<file path="config.mk">
export PLATFORM = sky130hd
export DESIGN_NAME = acz_regs
export DESIGN_NICKNAME = d
export VERILOG_FILES = /design/src/hw/acz_pkg.sv /design/src/hw/acz_input_route.sv /design/src/hw/acz_regs.sv
export SDC_FILE = /design/constraint.sdc
export NUM_CORES = 1
export LEC_CHECK = 0
export BUFFER_PORTS_ARGS = -buffer_cell sky130_fd_sc_hd__buf_2
export CAP_MARGIN = 20
export CORE_MARGIN = 2
export CORE_UTILIZATION = 35
export CTS_BUF_LIST = sky130_fd_sc_hd__clkbuf_4 sky130_fd_sc_hd__clkbuf_8
export DETAILED_ROUTE_END_ITERATION = 8
export GPL_ROUTABILITY_DRIVEN = 0
export HOLD_SLACK_MARGIN = 0.12
export PLACE_DENSITY = 0.67
export SYNTH_ARGS = -nofsm -noshare
export SYNTH_HDL_FRONTEND = slang
export SYNTH_SLANG_ARGS = --single-unit
</file>
<file path="constraint.sdc">
create_clock -name aclk -period 3.1 [get_ports aclk]
set_input_delay 0.465 -clock aclk [delete_from_list [all_inputs] [get_ports aclk]]
set_output_delay 0.465 -clock aclk [all_outputs]
set_load 0.005 [all_outputs]
</file>
<file path="src/hw/acz_pkg.sv">
// Package: register map, field layout and reset values of the channel-zero register bank
package acz_pkg;

  // Register indices as printed; byte address is four times the index
  localparam logic [7:0] ACZ_IDX_CFG = 8'h09;
  localparam logic [7:0] ACZ_IDX_OFS_UPPER = 8'h0a;
  localparam logic [7:0] ACZ_IDX_OFS_LOWER = 8'h0b;

  // Byte addresses on the bus
  localparam int ACZ_ADDR_W = 8;
  localparam logic [ACZ_ADDR_W-1:0] ACZ_ADDR_CFG = 8'h24;
  localparam logic [ACZ_ADDR_W-1:0] ACZ_ADDR_OFS_UPPER = 8'h28;
  localparam logic [ACZ_ADDR_W-1:0] ACZ_ADDR_OFS_LOWER = 8'h2c;

  // Configuration word field layout
  localparam int ACZ_PHASE_LSB = 6;
  localparam int ACZ_PHASE_W = 10;
  localparam int ACZ_DCOFF_BIT = 2;
  localparam int ACZ_MUX_LSB = 0;
  localparam int ACZ_MUX_W = 2;

  // Offset calibration layout
  localparam int ACZ_OFS_W = 24;
  localparam int ACZ_OFS_LOWER_LSB = 8;

  // Reset values
  localparam logic [ACZ_PHASE_W-1:0] ACZ_PHASE_RST = 10'h000;
  localparam logic ACZ_DCOFF_RST = 1'b0;
  localparam logic [15:0] ACZ_OFS_UPPER_RST = 16'h0000;
  localparam logic [7:0] ACZ_OFS_LOWER_RST = 8'h00;

  // Input selection codes
  typedef enum logic [1:0] {
    ACZ_SEL_PINS = 2'h0,
    ACZ_SEL_SHORT = 2'h1,
    ACZ_SEL_TEST_POS = 2'h2,
    ACZ_SEL_TEST_NEG = 2'h3
  } acz_sel_t;

  // AXI response codes
  localparam logic [1:0] ACZ_RESP_OKAY = 2'h0;
  localparam logic [1:0] ACZ_RESP_SLVERR = 2'h2;

endpackage

</file>
<file path="src/hw/acz_input_route.sv">
// Input router: decodes the input select into one-hot analog switch controls
`timescale 1ns/1ps
`default_nettype none
module acz_input_route
  import acz_pkg::*;
(
  input wire logic aclk, // System clock
  input wire logic aresetn, // Synchronous reset, active low
  input wire acz_sel_t sel, // Input select code
  output logic route_pins, // Connect positive and negative input pins
  output logic route_short, // Short converter inputs
  output logic route_test_pos, // Positive DC test signal
  output logic route_test_neg // Negative DC test signal
);

  logic [3:0] sw_d;
  logic [3:0] sw_q;

  // One switch at a time; registered so switch controls never glitch
  always_comb begin
    sw_d = 4'h0;
    if (aresetn) begin
      unique case (sel)
        ACZ_SEL_PINS: sw_d = 4'h1;
        ACZ_SEL_SHORT: sw_d = 4'h2;
        ACZ_SEL_TEST_POS: sw_d = 4'h4;
        ACZ_SEL_TEST_NEG: sw_d = 4'h8;
      endcase
    end else begin
      sw_d = 4'h1;
    end
  end

  // Switch state register
  always_ff @(posedge aclk) begin
    sw_q <= sw_d;
  end

  assign route_pins = sw_q[0];
  assign route_short = sw_q[1];
  assign route_test_pos = sw_q[2];
  assign route_test_neg = sw_q[3];

endmodule
`default_nettype wire

</file>
<file path="src/hw/acz_regs.sv">
// Channel-zero configuration and offset calibration registers behind an AXI4-Lite slave
//
// Behaviour
// - Phase bits 15:6 are a signed delay in modulator clocks, reset zero.
// - Bit 2 clear follows global DC filter; set turns channel-zero filter off.
// - Input select 00 routes channel pins (reset); 01 shorts converter inputs.
// - Input select 10 applies positive test signal; 11 negative test signal.
// - Upper offset register holds offset bits 23:8, all read/write.
// - Lower offset bits 15:8 hold offset 7:0; bits 7:0 read zero.
// - Upper offset register at index 0xA resets to zero.
// - Lower offset register at index 0xB resets to zero.
`timescale 1ns/1ps
`default_nettype none
module acz_regs
  import acz_pkg::*;
(
  input wire logic aclk, // System clock, 200 MHz
  input wire logic aresetn, // Synchronous reset, active low
  input wire logic [ACZ_ADDR_W-1:0] s_axi_awaddr, // Write address
  input wire logic s_axi_awvalid, // Write address valid
  output logic s_axi_awready, // Write address ready
  input wire logic [31:0] s_axi_wdata, // Write data
  input wire logic [3:0] s_axi_wstrb, // Write byte strobes
  input wire logic s_axi_wvalid, // Write data valid
  output logic s_axi_wready, // Write data ready
  output logic [1:0] s_axi_bresp, // Write response
  output logic s_axi_bvalid, // Write response valid
  input wire logic s_axi_bready, // Write response ready
  input wire logic [ACZ_ADDR_W-1:0] s_axi_araddr, // Read address
  input wire logic s_axi_arvalid, // Read address valid
  output logic s_axi_arready, // Read address ready
  output logic [31:0] s_axi_rdata, // Read data
  output logic [1:0] s_axi_rresp, // Read response
  output logic s_axi_rvalid, // Read data valid
  input wire logic s_axi_rready, // Read data ready
  input wire logic global_dc_filter_setting, // Global DC filter enable
  output logic signed [ACZ_PHASE_W-1:0] chan_zero_phase_delay, // Signed phase delay
  output logic chan_zero_dc_filter_on, // Effective DC filter enable
  output logic [ACZ_OFS_W-1:0] chan_zero_offset, // 24-bit offset calibration value
  output logic route_pins, // Route channel input pins
  output logic route_short, // Short converter inputs
  output logic route_test_pos, // Positive DC test signal
  output logic route_test_neg // Negative DC test signal
);

  // Register state
  logic [ACZ_PHASE_W-1:0] phase_q, phase_d;
  logic dcoff_q, dcoff_d;
  acz_sel_t sel_q, sel_d;
  logic [15:0] ofs_upper_q, ofs_upper_d;
  logic [7:0] ofs_lower_q, ofs_lower_d;

  // Write channel state
  logic aw_held_q, aw_held_d;
  logic [ACZ_ADDR_W-1:0] awaddr_q, awaddr_d;
  logic w_held_q, w_held_d;
  logic [31:0] wdata_q, wdata_d;
  logic [3:0] wstrb_q, wstrb_d;
  logic bvalid_q, bvalid_d;
  logic [1:0] bresp_q, bresp_d;

  // Read channel state
  logic rvalid_q, rvalid_d;
  logic [31:0] rdata_q, rdata_d;
  logic [1:0] rresp_q, rresp_d;

  // Combined views
  logic [15:0] cfg_word;
  logic [15:0] lower_word;
  logic do_write;
  logic [ACZ_ADDR_W-1:0] wr_addr;
  logic [31:0] wr_data;
  logic [3:0] wr_strb;

  assign cfg_word = {phase_q, 3'h0, dcoff_q, sel_q};
  assign lower_word = {ofs_lower_q, 8'h00};

  // Address and data are taken in either order; a held item blocks a second one
  assign s_axi_awready = aresetn && !aw_held_q && !bvalid_q;
  assign s_axi_wready = aresetn && !w_held_q && !bvalid_q;
  assign s_axi_arready = aresetn && !rvalid_q;

  // Merge freshly taken items with held ones
  always_comb begin
    wr_addr = aw_held_q ? awaddr_q : s_axi_awaddr;
    wr_data = w_held_q ? wdata_q : s_axi_wdata;
    wr_strb = w_held_q ? wstrb_q : s_axi_wstrb;
    do_write = (aw_held_q || (s_axi_awvalid && s_axi_awready)) &&
               (w_held_q || (s_axi_wvalid && s_axi_wready));
  end

  // Write path: hold items until both halves arrived, then commit and respond
  always_comb begin
    aw_held_d = aw_held_q;
    awaddr_d = awaddr_q;
    w_held_d = w_held_q;
    wdata_d = wdata_q;
    wstrb_d = wstrb_q;
    bvalid_d = bvalid_q;
    bresp_d = bresp_q;
    phase_d = phase_q;
    dcoff_d = dcoff_q;
    sel_d = sel_q;
    ofs_upper_d = ofs_upper_q;
    ofs_lower_d = ofs_lower_q;
    if (s_axi_awvalid && s_axi_awready) begin
      aw_held_d = 1'b1;
      awaddr_d = s_axi_awaddr;
    end
    if (s_axi_wvalid && s_axi_wready) begin
      w_held_d = 1'b1;
      wdata_d = s_axi_wdata;
      wstrb_d = s_axi_wstrb;
    end
    if (bvalid_q && s_axi_bready) begin
      bvalid_d = 1'b0;
    end
    if (do_write) begin
      aw_held_d = 1'b0;
      w_held_d = 1'b0;
      bvalid_d = 1'b1;
      bresp_d = ACZ_RESP_OKAY;
      unique case (wr_addr)
        ACZ_ADDR_CFG: begin
          if (wr_strb[1]) begin
            phase_d[ACZ_PHASE_W-1:2] = wr_data[15:8];
          end
          if (wr_strb[0]) begin
            phase_d[1:0] = wr_data[7:6];
            dcoff_d = wr_data[ACZ_DCOFF_BIT];
            sel_d = acz_sel_t'(wr_data[ACZ_MUX_LSB +: ACZ_MUX_W]);
          end
        end
        ACZ_ADDR_OFS_UPPER: begin
          if (wr_strb[0]) begin
            ofs_upper_d[7:0] = wr_data[7:0];
          end
          if (wr_strb[1]) begin
            ofs_upper_d[15:8] = wr_data[15:8];
          end
        end
        ACZ_ADDR_OFS_LOWER: begin
          // only the high byte is writable
          if (wr_strb[1]) begin
            ofs_lower_d = wr_data[15:8];
          end
        end
        default: bresp_d = ACZ_RESP_SLVERR;
      endcase
    end
  end

  // Read path: one-cycle answer from registered data
  always_comb begin
    rvalid_d = rvalid_q;
    rdata_d = rdata_q;
    rresp_d = rresp_q;
    if (rvalid_q && s_axi_rready) begin
      rvalid_d = 1'b0;
    end
    if (s_axi_arvalid && s_axi_arready) begin
      rvalid_d = 1'b1;
      rresp_d = ACZ_RESP_OKAY;
      unique case (s_axi_araddr)
        ACZ_ADDR_CFG: rdata_d = {16'h0000, cfg_word};
        ACZ_ADDR_OFS_UPPER: rdata_d = {16'h0000, ofs_upper_q};
        ACZ_ADDR_OFS_LOWER: rdata_d = {16'h0000, lower_word};
        default: begin
          rdata_d = 32'h0000_0000;
          rresp_d = ACZ_RESP_SLVERR;
        end
      endcase
    end
  end

  // State registers; synchronous reset to documented values
  always_ff @(posedge aclk) begin
    if (!aresetn) begin
      phase_q <= ACZ_PHASE_RST;
      dcoff_q <= ACZ_DCOFF_RST;
      sel_q <= ACZ_SEL_PINS;
      ofs_upper_q <= ACZ_OFS_UPPER_RST;
      ofs_lower_q <= ACZ_OFS_LOWER_RST;
      aw_held_q <= 1'b0;
      awaddr_q <= '0;
      w_held_q <= 1'b0;
      wdata_q <= 32'h0000_0000;
      wstrb_q <= 4'h0;
      bvalid_q <= 1'b0;
      bresp_q <= ACZ_RESP_OKAY;
      rvalid_q <= 1'b0;
      rdata_q <= 32'h0000_0000;
      rresp_q <= ACZ_RESP_OKAY;
    end else begin
      phase_q <= phase_d;
      dcoff_q <= dcoff_d;
      sel_q <= sel_d;
      ofs_upper_q <= ofs_upper_d;
      ofs_lower_q <= ofs_lower_d;
      aw_held_q <= aw_held_d;
      awaddr_q <= awaddr_d;
      w_held_q <= w_held_d;
      wdata_q <= wdata_d;
      wstrb_q <= wstrb_d;
      bvalid_q <= bvalid_d;
      bresp_q <= bresp_d;
      rvalid_q <= rvalid_d;
      rdata_q <= rdata_d;
      rresp_q <= rresp_d;
    end
  end

  assign s_axi_bvalid = bvalid_q;
  assign s_axi_bresp = bresp_q;
  assign s_axi_rvalid = rvalid_q;
  assign s_axi_rdata = rdata_q;
  assign s_axi_rresp = rresp_q;

  // signed delay to the phase shifter
  assign chan_zero_phase_delay = $signed(phase_q);
  // local disable overrides the global setting
  assign chan_zero_dc_filter_on = global_dc_filter_setting && !dcoff_q;
  assign chan_zero_offset = {ofs_upper_q, ofs_lower_q};

  // Switch decode kept in its own module so the analog side sees clean one-hot controls
  acz_input_route u_route (
    .aclk(aclk),
    .aresetn(aresetn),
    .sel(sel_q),
    .route_pins(route_pins),
    .route_short(route_short),
    .route_test_pos(route_test_pos),
    .route_test_neg(route_test_neg)
  );

endmodule
`default_nettype wire
</file>
### Yosys cells after proc, flatten, opt, wreduce, memory -nomap -nowiden

Index checks and enable logic that the tools add are counted.

| operators by class | value |
|---|---|
| multiplexer cells | 11 |
| reductions and logical operators | 30 |
| bitwise logic cells | 1 |
| eq/ne operators | 9 |

Operator list:

| operator | number |
|---|---|
| $eq A8 B6 Y1 const B | 6 |
| $pmux W16 S3 | 1 |
| $mux W16 | 1 |
| $pmux W4 S4 | 1 |
| $reduce_and A3 Y1 | 5 |
| $logic_and A1 B1 Y1 | 12 |
| $mux W8 | 1 |
| $mux W2 | 3 |
| $reduce_or A3 Y1 | 2 |
| $logic_not A1 Y1 | 5 |
| $eq A2 B2 Y1 const B | 2 |
| $mux W1 | 4 |
| $reduce_bool A2 Y1 | 2 |
| $eq A2 B1 Y1 const B | 1 |
| $logic_not A2 Y1 | 1 |
| $logic_or A1 B1 Y1 | 2 |
| $reduce_or A2 Y1 | 1 |
| $not A1 Y1 | 1 |

| word-level totals | value |
|---|---|
| logic and storage cells | 69 |
| output and inout port bits | 80 |
| register bits | 107 |
| bits of input ports | 60 |

### Logic depth before layout (Yosys ltp)

Gate-level depths: netlist (run 1).

| depth | value |
|---|---|
| depth after elaboration | 7 |
| depth in mapped cells | 7 |
| gate-level depth less buffers | 4 |

### By module

A second synthesis (run 1) with hierarchy kept.

| second synthesis, totals | value |
|---|---|
| cells, all modules | 408 |
| area, all modules | 3841.2 um2 |

Modules (own cells, without submodules):

| module | sequential area each (um2) | cells each | times used | area each (um2) |
|---|---|---|---|---|
| acz_regs | 1701.6 | 400 | 1 | 3731.1 |
| acz_input_route | 80.1 | 8 | 1 | 110.1 |

### Least setup slack after synthesis (run 1)

Ideal clock, no wire load.

| timing | value |
|---|---|
| path type | input-to-reg |
| from | in s_axi_awaddr[6] |
| to | reg phase_q[0], in the netlist chan_zero_phase_delay[0] |
| required time | 3.042 ns |
| path buffers | 1 |
| stages | 5 |
| path slack | 1.298 ns |
| library setup time | 0.058 ns |
| arrival | 1.744 ns |
| path through | or4b_1 > o22ai_2 > buf_6 > and4_2 > o221a_2 |

| on the way | value |
|---|---|
| longest elaborated chain between the ends | 3 |

RTL lines:

| what | RTL line | source |
|---|---|---|
| from (decl) | acz_regs.sv:19 | `input wire logic [ACZ_ADDR_W-1:0] s_axi_awaddr,` |
| $mux W8 | acz_regs.sv:85 | `wr_addr = aw_held_q ? awaddr_q : s_axi_awaddr;` |
| $eq A8 B6 Y1 | acz_regs.sv:123 | `unique case (wr_addr)` |
| $reduce_and A3 Y1 (no source line) | n/a |  |
| to (signal assigned) | acz_regs.sv:195 | `phase_q <= phase_d;` |
| to (decl) | acz_regs.sv:47 | `logic [ACZ_PHASE_W-1:0] phase_q, phase_d;` |

No other way between the ends.
A chain may end at the register's enable or synchronous reset.

### Final worst setup path (run 1)

| timing | value |
|---|---|
| from | reg aw_held_q |
| to | reg ofs_upper_q[6] |

| on the way | value |
|---|---|
| longest elaborated chain between the ends | 7 |
| elaborated cells on any way between the ends | 9 |
| classes of those cells | 1 x eq/ne; 1 x mux; 7 x reduce/logical |

RTL lines:

| what | RTL line | source |
|---|---|---|
| from (decl) | acz_regs.sv:54 | `logic aw_held_q, aw_held_d;` |
| from (signal assigned) | acz_regs.sv:200 | `aw_held_q <= aw_held_d;` |
| $logic_not A1 Y1 | acz_regs.sv:79 | `assign s_axi_awready = aresetn && !aw_held_q && !bvalid_q;` |
| $logic_and A1 B1 Y1 (2 in series) | acz_regs.sv:79 |  |
| $logic_and A1 B1 Y1 | acz_regs.sv:88 | `do_write = (aw_held_q \|\| (s_axi_awvalid && s_axi_awready)) &&` |
| $logic_or A1 B1 Y1 | acz_regs.sv:88 |  |
| $logic_and A1 B1 Y1 | acz_regs.sv:88 |  |
| $reduce_and A3 Y1 (no source line) * | n/a |  |
| to (signal assigned) | acz_regs.sv:198 | `ofs_upper_q <= ofs_upper_d;` |
| to (decl) | acz_regs.sv:50 | `logic [15:0] ofs_upper_q, ofs_upper_d;` |

Every way passes the cells marked *; elsewhere a longest branch is shown, timed or not.

==> results of run 1 <==
-- worst reg2reg max path: cells and delay by family (launching register included) --
kind | cells | cell delay (ns)
compound gates | 2 | 0.82
flops | 1 | 0.47
simple gates | 2 | 1.07
-- registers in the layout (all words and copies together) (netlist names) --
register	flops
ofs_upper_q	16
s_axi_rdata	16
wdata_q	16
chan_zero_phase_delay	10
awaddr_q	8
ofs_lower_q	8
u_route.sw_q	4
sel_q	2
wstrb_q	2
aw_held_q	1
dcoff_q	1
s_axi_bresp	1
s_axi_bvalid	1
s_axi_rresp	1
s_axi_rvalid	1
w_held_q	1
-- cell usage after synthesis (4+ instances only) --
cell type | n | share of area [%]
nand2_1 | 106 | 10
dfxtp_1 | 89 | 45
a21oi_1 | 34 | 4.3
mux2i_1 | 34 | 8.5
nor2_1 | 19 | 1.8
buf_4 | 18 | 3.4
mux2_2 | 18 | 5.1
clkbuf_1 | 14 | 1.3
a22oi_1 | 13 | 2.4
o221a_2 | 10 | 2.8
a2bb2oi_1 | 8 | 1.8
buf_2 | 6 | 0.75
o21ai_0 | 6 | 0.75
a211oi_1 | 5 | 0.94
or3_1 | 5 | 0.78
nand3_1 | 4 | 0.50
-- per-stage QoR --
stage / hold slack, ns / utilization (%) / std cells
floorplan: 0.432 / - / 454
global placement: 0.438 / 40.3 / 663
detailed placement: 0.444 / 40.3 / 663
CTS: 0.273 / 42.3 / 679
global route: 0.274 / 42.3 / 679
finish: 0.289 / 42.3 / 679
-- final cells by class --
type                       count  share of cell area (%)
clock buffer                  11                    3.17
inverter                       1                  0.0787
tap                          143                    3.75
clock inverter                 5                    1.63
timing repair buffer         109                    11.7
multi-input combinational    321                    42.3
sequential                    89                    37.3
-- power groups by stage --
stage	Sequential, W	Combinational (W)	Clock [W]
after global routing	0.00119	0.000244	0.000953
final	0.00119	0.000217	0.000893
after CTS	0.00119	0.000218	0.000910
after global placement	0.00121	0.000213	0
after detailed placement	0.00122	0.000218	0
after floorplan	0.00121	0.000167	0
-- per-layer routing --
metal  vias to the layer above  wire length, µm  global-route usage (%)  share of wire (%)
li1                       1696                -                       -                  -
met3                        11              563                    4.32                5.7
met4                         0              132                    5.08                1.3
met1                      1581             4590                    20.6                 47
met5                         -                0                       0                  0
met2                        99             4570                    26.5                 46
-- cells by family (layout without fill, tap and decap cells) --
| family | after synthesis | in the layout | synth area share, % |
|---|---|---|---|
| AND/OR/NAND/NOR | 164 | 164 | 19.8 |
| multiplexers | 52 | 52 | 13.6 |
| buffers and inverters | 44 | 126 | 6.57 |
| flip-flops | 89 | 89 | 44.6 |
| other | 1 | 18 | 0.0938 |
| AO/OA/AOI/OAI | 87 | 87 | 15.4 |
-- worst min path at each step --
stage | slack (ns) | end | cells past startpoint | from
after global routing | 0.27 | s_axi_rvalid | 2 | s_axi_rready
final | 0.29 | s_axi_rvalid | 2 | s_axi_rready
after detailed placement | 0.44 | wdata_q[11] | 2 | wdata_q[11]
after floorplan | 0.43 | awaddr_q[7] | 2 | awaddr_q[7]
after CTS | 0.27 | s_axi_rvalid | 2 | s_axi_rready
after global placement | 0.44 | wdata_q[8] | 2 | wdata_q[8]
==> metrics.txt, run 1 <==
#FFs+latches synth=89; vias post-DR=3387; die width=111 µm; CP startpoint kind=register; P_int=0.00174 W; HPWL Detailed=7390 µm; Synth Flop Type=dfxtp_1; slew at the pin closest to its max-slew limit=0.713 ns; total wire length=9850 µm; die area=12300 µm²; CP peak stage delay=0.57 ns; RSZ-0062 raised after global routing=no; Root Buffer=clkbuf_8; cells on worst reg2reg path=4; Initial Util=35.5%; number of global-route vias before repair=3233; share of flip-flops with an asynchronous set or reset=0%; final setup margin=0.685 ns; PD cells=482 nW/µm²; initial antenna violation count=0; status=finished clean; post-DR wirelength/cell=14.5 µm; largest net degree at the start of global routing=46; post-synth cell types=44; sw frac=24.2%; clock power share=38.9%; layout filler cell count=1127; worst endpoint required time=3.41 ns; Reg2Reg Launch Point=aw_held_q; Total Power=0.00230 W; Ant. Diodes=0; combinational fraction of design power=9.4%; Synth Warn #=0; fin nets=591; layout cells sized above 1=30.2%; CP arrival=2.72 ns; Post-CTS Setup Bufs=0; CP delay by family, top=simple AND/OR/NAND/NOR gates; Max transition margin=52.5%; Tmin final=2.41 ns; hold buffers post-CTS=0; CTS HTree Levels=3; DP Area=4540 µm²; Area Growth Syn to Fin=19.3%; Worst Setup SP=aw_held_q; Final Max Tran Viols=0; post-cts resize count=0; Post-Place Worst Slack=0.573 ns; Netlist Area Pre-Place=4000 µm²; DRC=0; Critical path buffers and inverters=0; Static Leak=2.13 nW; worst skew pair latency=0.36 ns; DR iter-0 viols=156; DIE HEIGHT=111 µm; R2R Path End=ofs_upper_q[6]; hold violation total from the final report=0; Avg Vias per Cell=4.99; Register Area=1780 µm²; core area=11300 µm²; commonest non-fill, non-tap cell in the layout=nand2_1; CTS Buf Count=9; final setup fails=0; CP Capture Point=ofs_upper_q[6]; P_sw=0.000555 W; GR Overflow Total=0; DRT antenna net count=0; max-cap violations=0; TritonCTS clock tree=yes; Setup TNS Final=0 ns; first drt pass iteration count=4; Clock Tree Buf Depth=2; syn avg cell area=9.15 µm²; Max Fclk=414 MHz; global-route wire length before repair=15900 µm; multi-input logic area=2020 µm²; total clock sinks=89; Final period util=77.9%; synthesized instance count=437; final non-filler cell area=4770 µm²; row cnt=39; Post-synth EDFFs=0; worst vdd ir=0.000226 V; Worst Skew=0.0138 ns; PortBufs=103; Crit. End Element=register; reg2reg setup slack=0.69 ns; HP Class=in -> reg; Max Fanout on Critical Path=15; CP max-delay cell=o22ai_2; CP cell instances=or4b_1 -> o22ai_2 -> and4_1 -> o221a_2; Seq/Total Area, Yosys=44.6%; most frequent cells in the layout=106 x nand2_1, 103 x buf_2, 89 x dfxtp_1, 34 x a21oi_1, 34 x mux2i_1; CP Depth=4; Reg power frac=51.7%; total track usage=16.1%; CP Class=reg -> reg; I/O pin count=140; CTS clk-pin slew, worst paths=0.09 ns
Power figures use the tool's default switching activity.
==> run 2, diff against run 1 <==
Settings changed: ABC_AREA set to 1, PLACE_DENSITY 0.67 to 0.69.
Clock period 3.1 ns to 2.1 ns, I/O delays scaled along.
==> metrics.txt, run 2 <==
layout cells sized above 1=21.5% (-8.7 points); HP Class=in -> reg; Netlist Area Pre-Place=4210 µm² (+5.2%); total wire length=10600 µm (+7.2%); Seq/Total Area, Yosys=42.4% (-2.2 points); die area=12900 µm² (+5.0%); sw frac=26.3% (+2.2 points); Max Fclk=575 MHz (+39%); P_int=0.00254 W (+46%); Synth Flop Type=dfxtp_1; global-route wire length before repair=17100 µm (+7.6%); Area Growth Syn to Fin=18.2%; Synth top area share=42.4% (-2.2 points); DIE HEIGHT=114 µm (+2.5%); fin nets=753 (+27%); worst vdd ir=0.000305 V (+35%); GR Overflow Total=0 (unchanged); final setup fails=0 (unchanged); Final period util=82.8% (+4.9 points); Post-synth EDFFs=0 (unchanged); clock power share=37.5% (-1.4 points); Max transition margin=55.5% (+3.0 points); largest net degree at the start of global routing=72 (+57%); P_sw=0.000909 W (+64%); Crit. End Element=register; CP arrival=2.00 ns (-0.72 ns); Max Fanout on Critical Path=16 (+1); combinational fraction of design power=11.5% (+2.1 points); PD cells=694 nW/µm² (+44%); first drt pass iteration count=5 (+1); worst endpoint required time=2.36 ns (-1.05 ns); top routing layer in use=met4; CTS Buf Count=9 (unchanged); TritonCTS clock tree=yes; Setup TNS Final=0 ns (unchanged); Root Buffer=clkbuf_8; top-count cell post-synth=nor2_1; status=finished clean; Worst Skew=0.00973 ns (-0.00411 ns); CTS HTree Levels=3 (unchanged); worst skew pair latency=0.37 ns (about the same); DRT met1 WL=5190 µm (+13%); DRC=0 (unchanged); #FFs+latches synth=89 (unchanged); Avg Vias per Cell=4.60 (-7.9%); hold violation total from the final report=0 (unchanged); synthesized instance count=599 (+37%); PortBufs=103 (unchanged); total clock sinks=89 (unchanged); number of global-route vias before repair=3453 (+6.8%); most common library cells after synthesis=130 x nor2_1, 116 x nand2_1, 89 x dfxtp_1, 88 x nand3_1, 36 x o21ai_0; CP Class=reg -> reg; commonest non-fill, non-tap cell in the layout=nor2_1; CTS clk-pin slew, worst paths=0.09 ns (about the same); die width=114 µm (+2.5%); vias post-DR=3883 (+15%); hold buffers post-CTS=0 (unchanged); share of flip-flops with an asynchronous set or reset=0% (unchanged); Post-CTS Setup Bufs=0 (unchanged); metal3 WL=686 µm (+22%); Ant. Diodes=0 (unchanged); top cells by area, synth=dfxtp_1 42%, nor2_1 12%, nand3_1 10%; row cnt=40 (+2.6%); Static Leak=2.28 nW (+6.8%); core area=11900 µm² (+5.2%); post-synth cell types=28 (-36%); total track usage=16.7% (+0.66 points); most frequent cells in the layout=130 x nor2_1, 116 x nand2_1, 103 x buf_2, 89 x dfxtp_1, 88 x nand3_1; post-DR wirelength/cell=12.5 µm (-14%); RSZ-0062 raised after global routing=no; DR iter-0 viols=259 (+66%); slew at the pin closest to its max-slew limit=0.668 ns (-0.0455 ns); Synth Warn #=0 (unchanged); Tmin final=1.74 ns (-0.677 ns); syn avg cell area=7.02 µm² (-23%); layout filler cell count=1281 (+14%); Core Util, Final=41.9% (-0.40 points); largest area contributor in the netlist=dfxtp_1; met2 routed WL=4550 µm (-0.37%); HPWL Detailed=7800 µm (+5.6%); initial antenna violation count=0 (unchanged); CP startpoint kind=register; Clock Tree Buf Depth=2 (unchanged); max-cap violations=0 (unchanged); I/O pin count=140 (unchanged); post-cts resize count=0 (unchanged); DRT antenna net count=0 (unchanged); Initial Util=35.5% (about the same); Final Max Tran Viols=0 (unchanged); Reg power frac=51.1% (-0.6 points)
## run 2: cell count changes after synthesis, moves of 13 or more
cell     previous run  this run
inv_1               0        30
nand3_1             4        88
o21ai_0             6        36
nor2_1             19       130
mux2i_1            34        13
a22oi_1            13         0
mux2_2             18         0
## run 2: stage by stage
step | area [µm²] | worst slack, ns | total power [W] | hold slack, ns | instances
after floorplan | 4270 | 0.680 | 0.00210 | 0.423 | 616
after global placement | 4750 | 0.351 | 0.00219 | 0.440 | 829
after global routing | 4970 | 0.145 | 0.00361 | 0.149 | 845
final | 4970 | 0.362 | 0.00345 | 0.153 | 845
after CTS | 4970 | 0.350 | 0.00348 | 0.146 | 845
after detailed placement | 4750 | 0.357 | 0.00220 | 0.449 | 829
## run 2: logic make-up (layout without fill, tap and decap cells)
group           after synthesis  count (layout)  share of synthesized area (%)
simple gates                354             354                           36.6
flops                        89              89                           42.4
buf+inv                      80             162                           9.88
compound gates               62              62                           8.00
mux                          13              13                           3.09
other cells                   1              18                         0.0892
## run 2: final timing paths
check	to	startpoint	slack, ns	depth (start not counted)
hold / removal	s_axi_rvalid	s_axi_rready	0.15	2
hold reg to reg	wdata_q[0]	wdata_q[0]	0.46	2
setup reg to reg	ofs_upper_q[2]	aw_held_q	0.36	9
setup / recovery	ofs_upper_q[2]	aw_held_q	0.36	9
## run 2: area by class of cell
type / instances / area (µm²) / share of cell area, %
Multi-Input combinational cell: 447 / 2070 / 41.7
Timing Repair Buffer: 113 / 591 / 11.9
Sequential cell: 89 / 1780 / 35.8
Clock buffer: 9 / 124 / 2.49
Inverter: 33 / 126 / 2.54
Clock inverter: 7 / 93.8 / 1.89
Tap cell: 147 / 184 / 3.70
## run 2: layer usage
layer,vias to the layer above,GRT usage (%)
met3,10,3.24
li1,2071,-
met2,121,25.7
met5,-,0
met1,1681,23.3
met4,0,6.34
## run 2: critical path, stage by stage (launching register included)
cell     delay [ns]
dfxtp_1        0.54
inv_4          0.11
nand2_1        0.08
nand2_1        0.06
nor2_1         0.12
nand2_1        0.10
nor2_4         0.36
nand3_1        0.13
nand2_1        0.09
nor2_1         0.05
## run 2: power groups by stage
stage                     Combinational (W)  Clock (W)  Sequential [W]
after CTS                          0.000397    0.00132         0.00176
after floorplan                    0.000312          0         0.00179
after global placement             0.000391          0         0.00180
after detailed placement           0.000396          0         0.00180
final                              0.000396    0.00129         0.00176
after global routing               0.000454    0.00139         0.00177
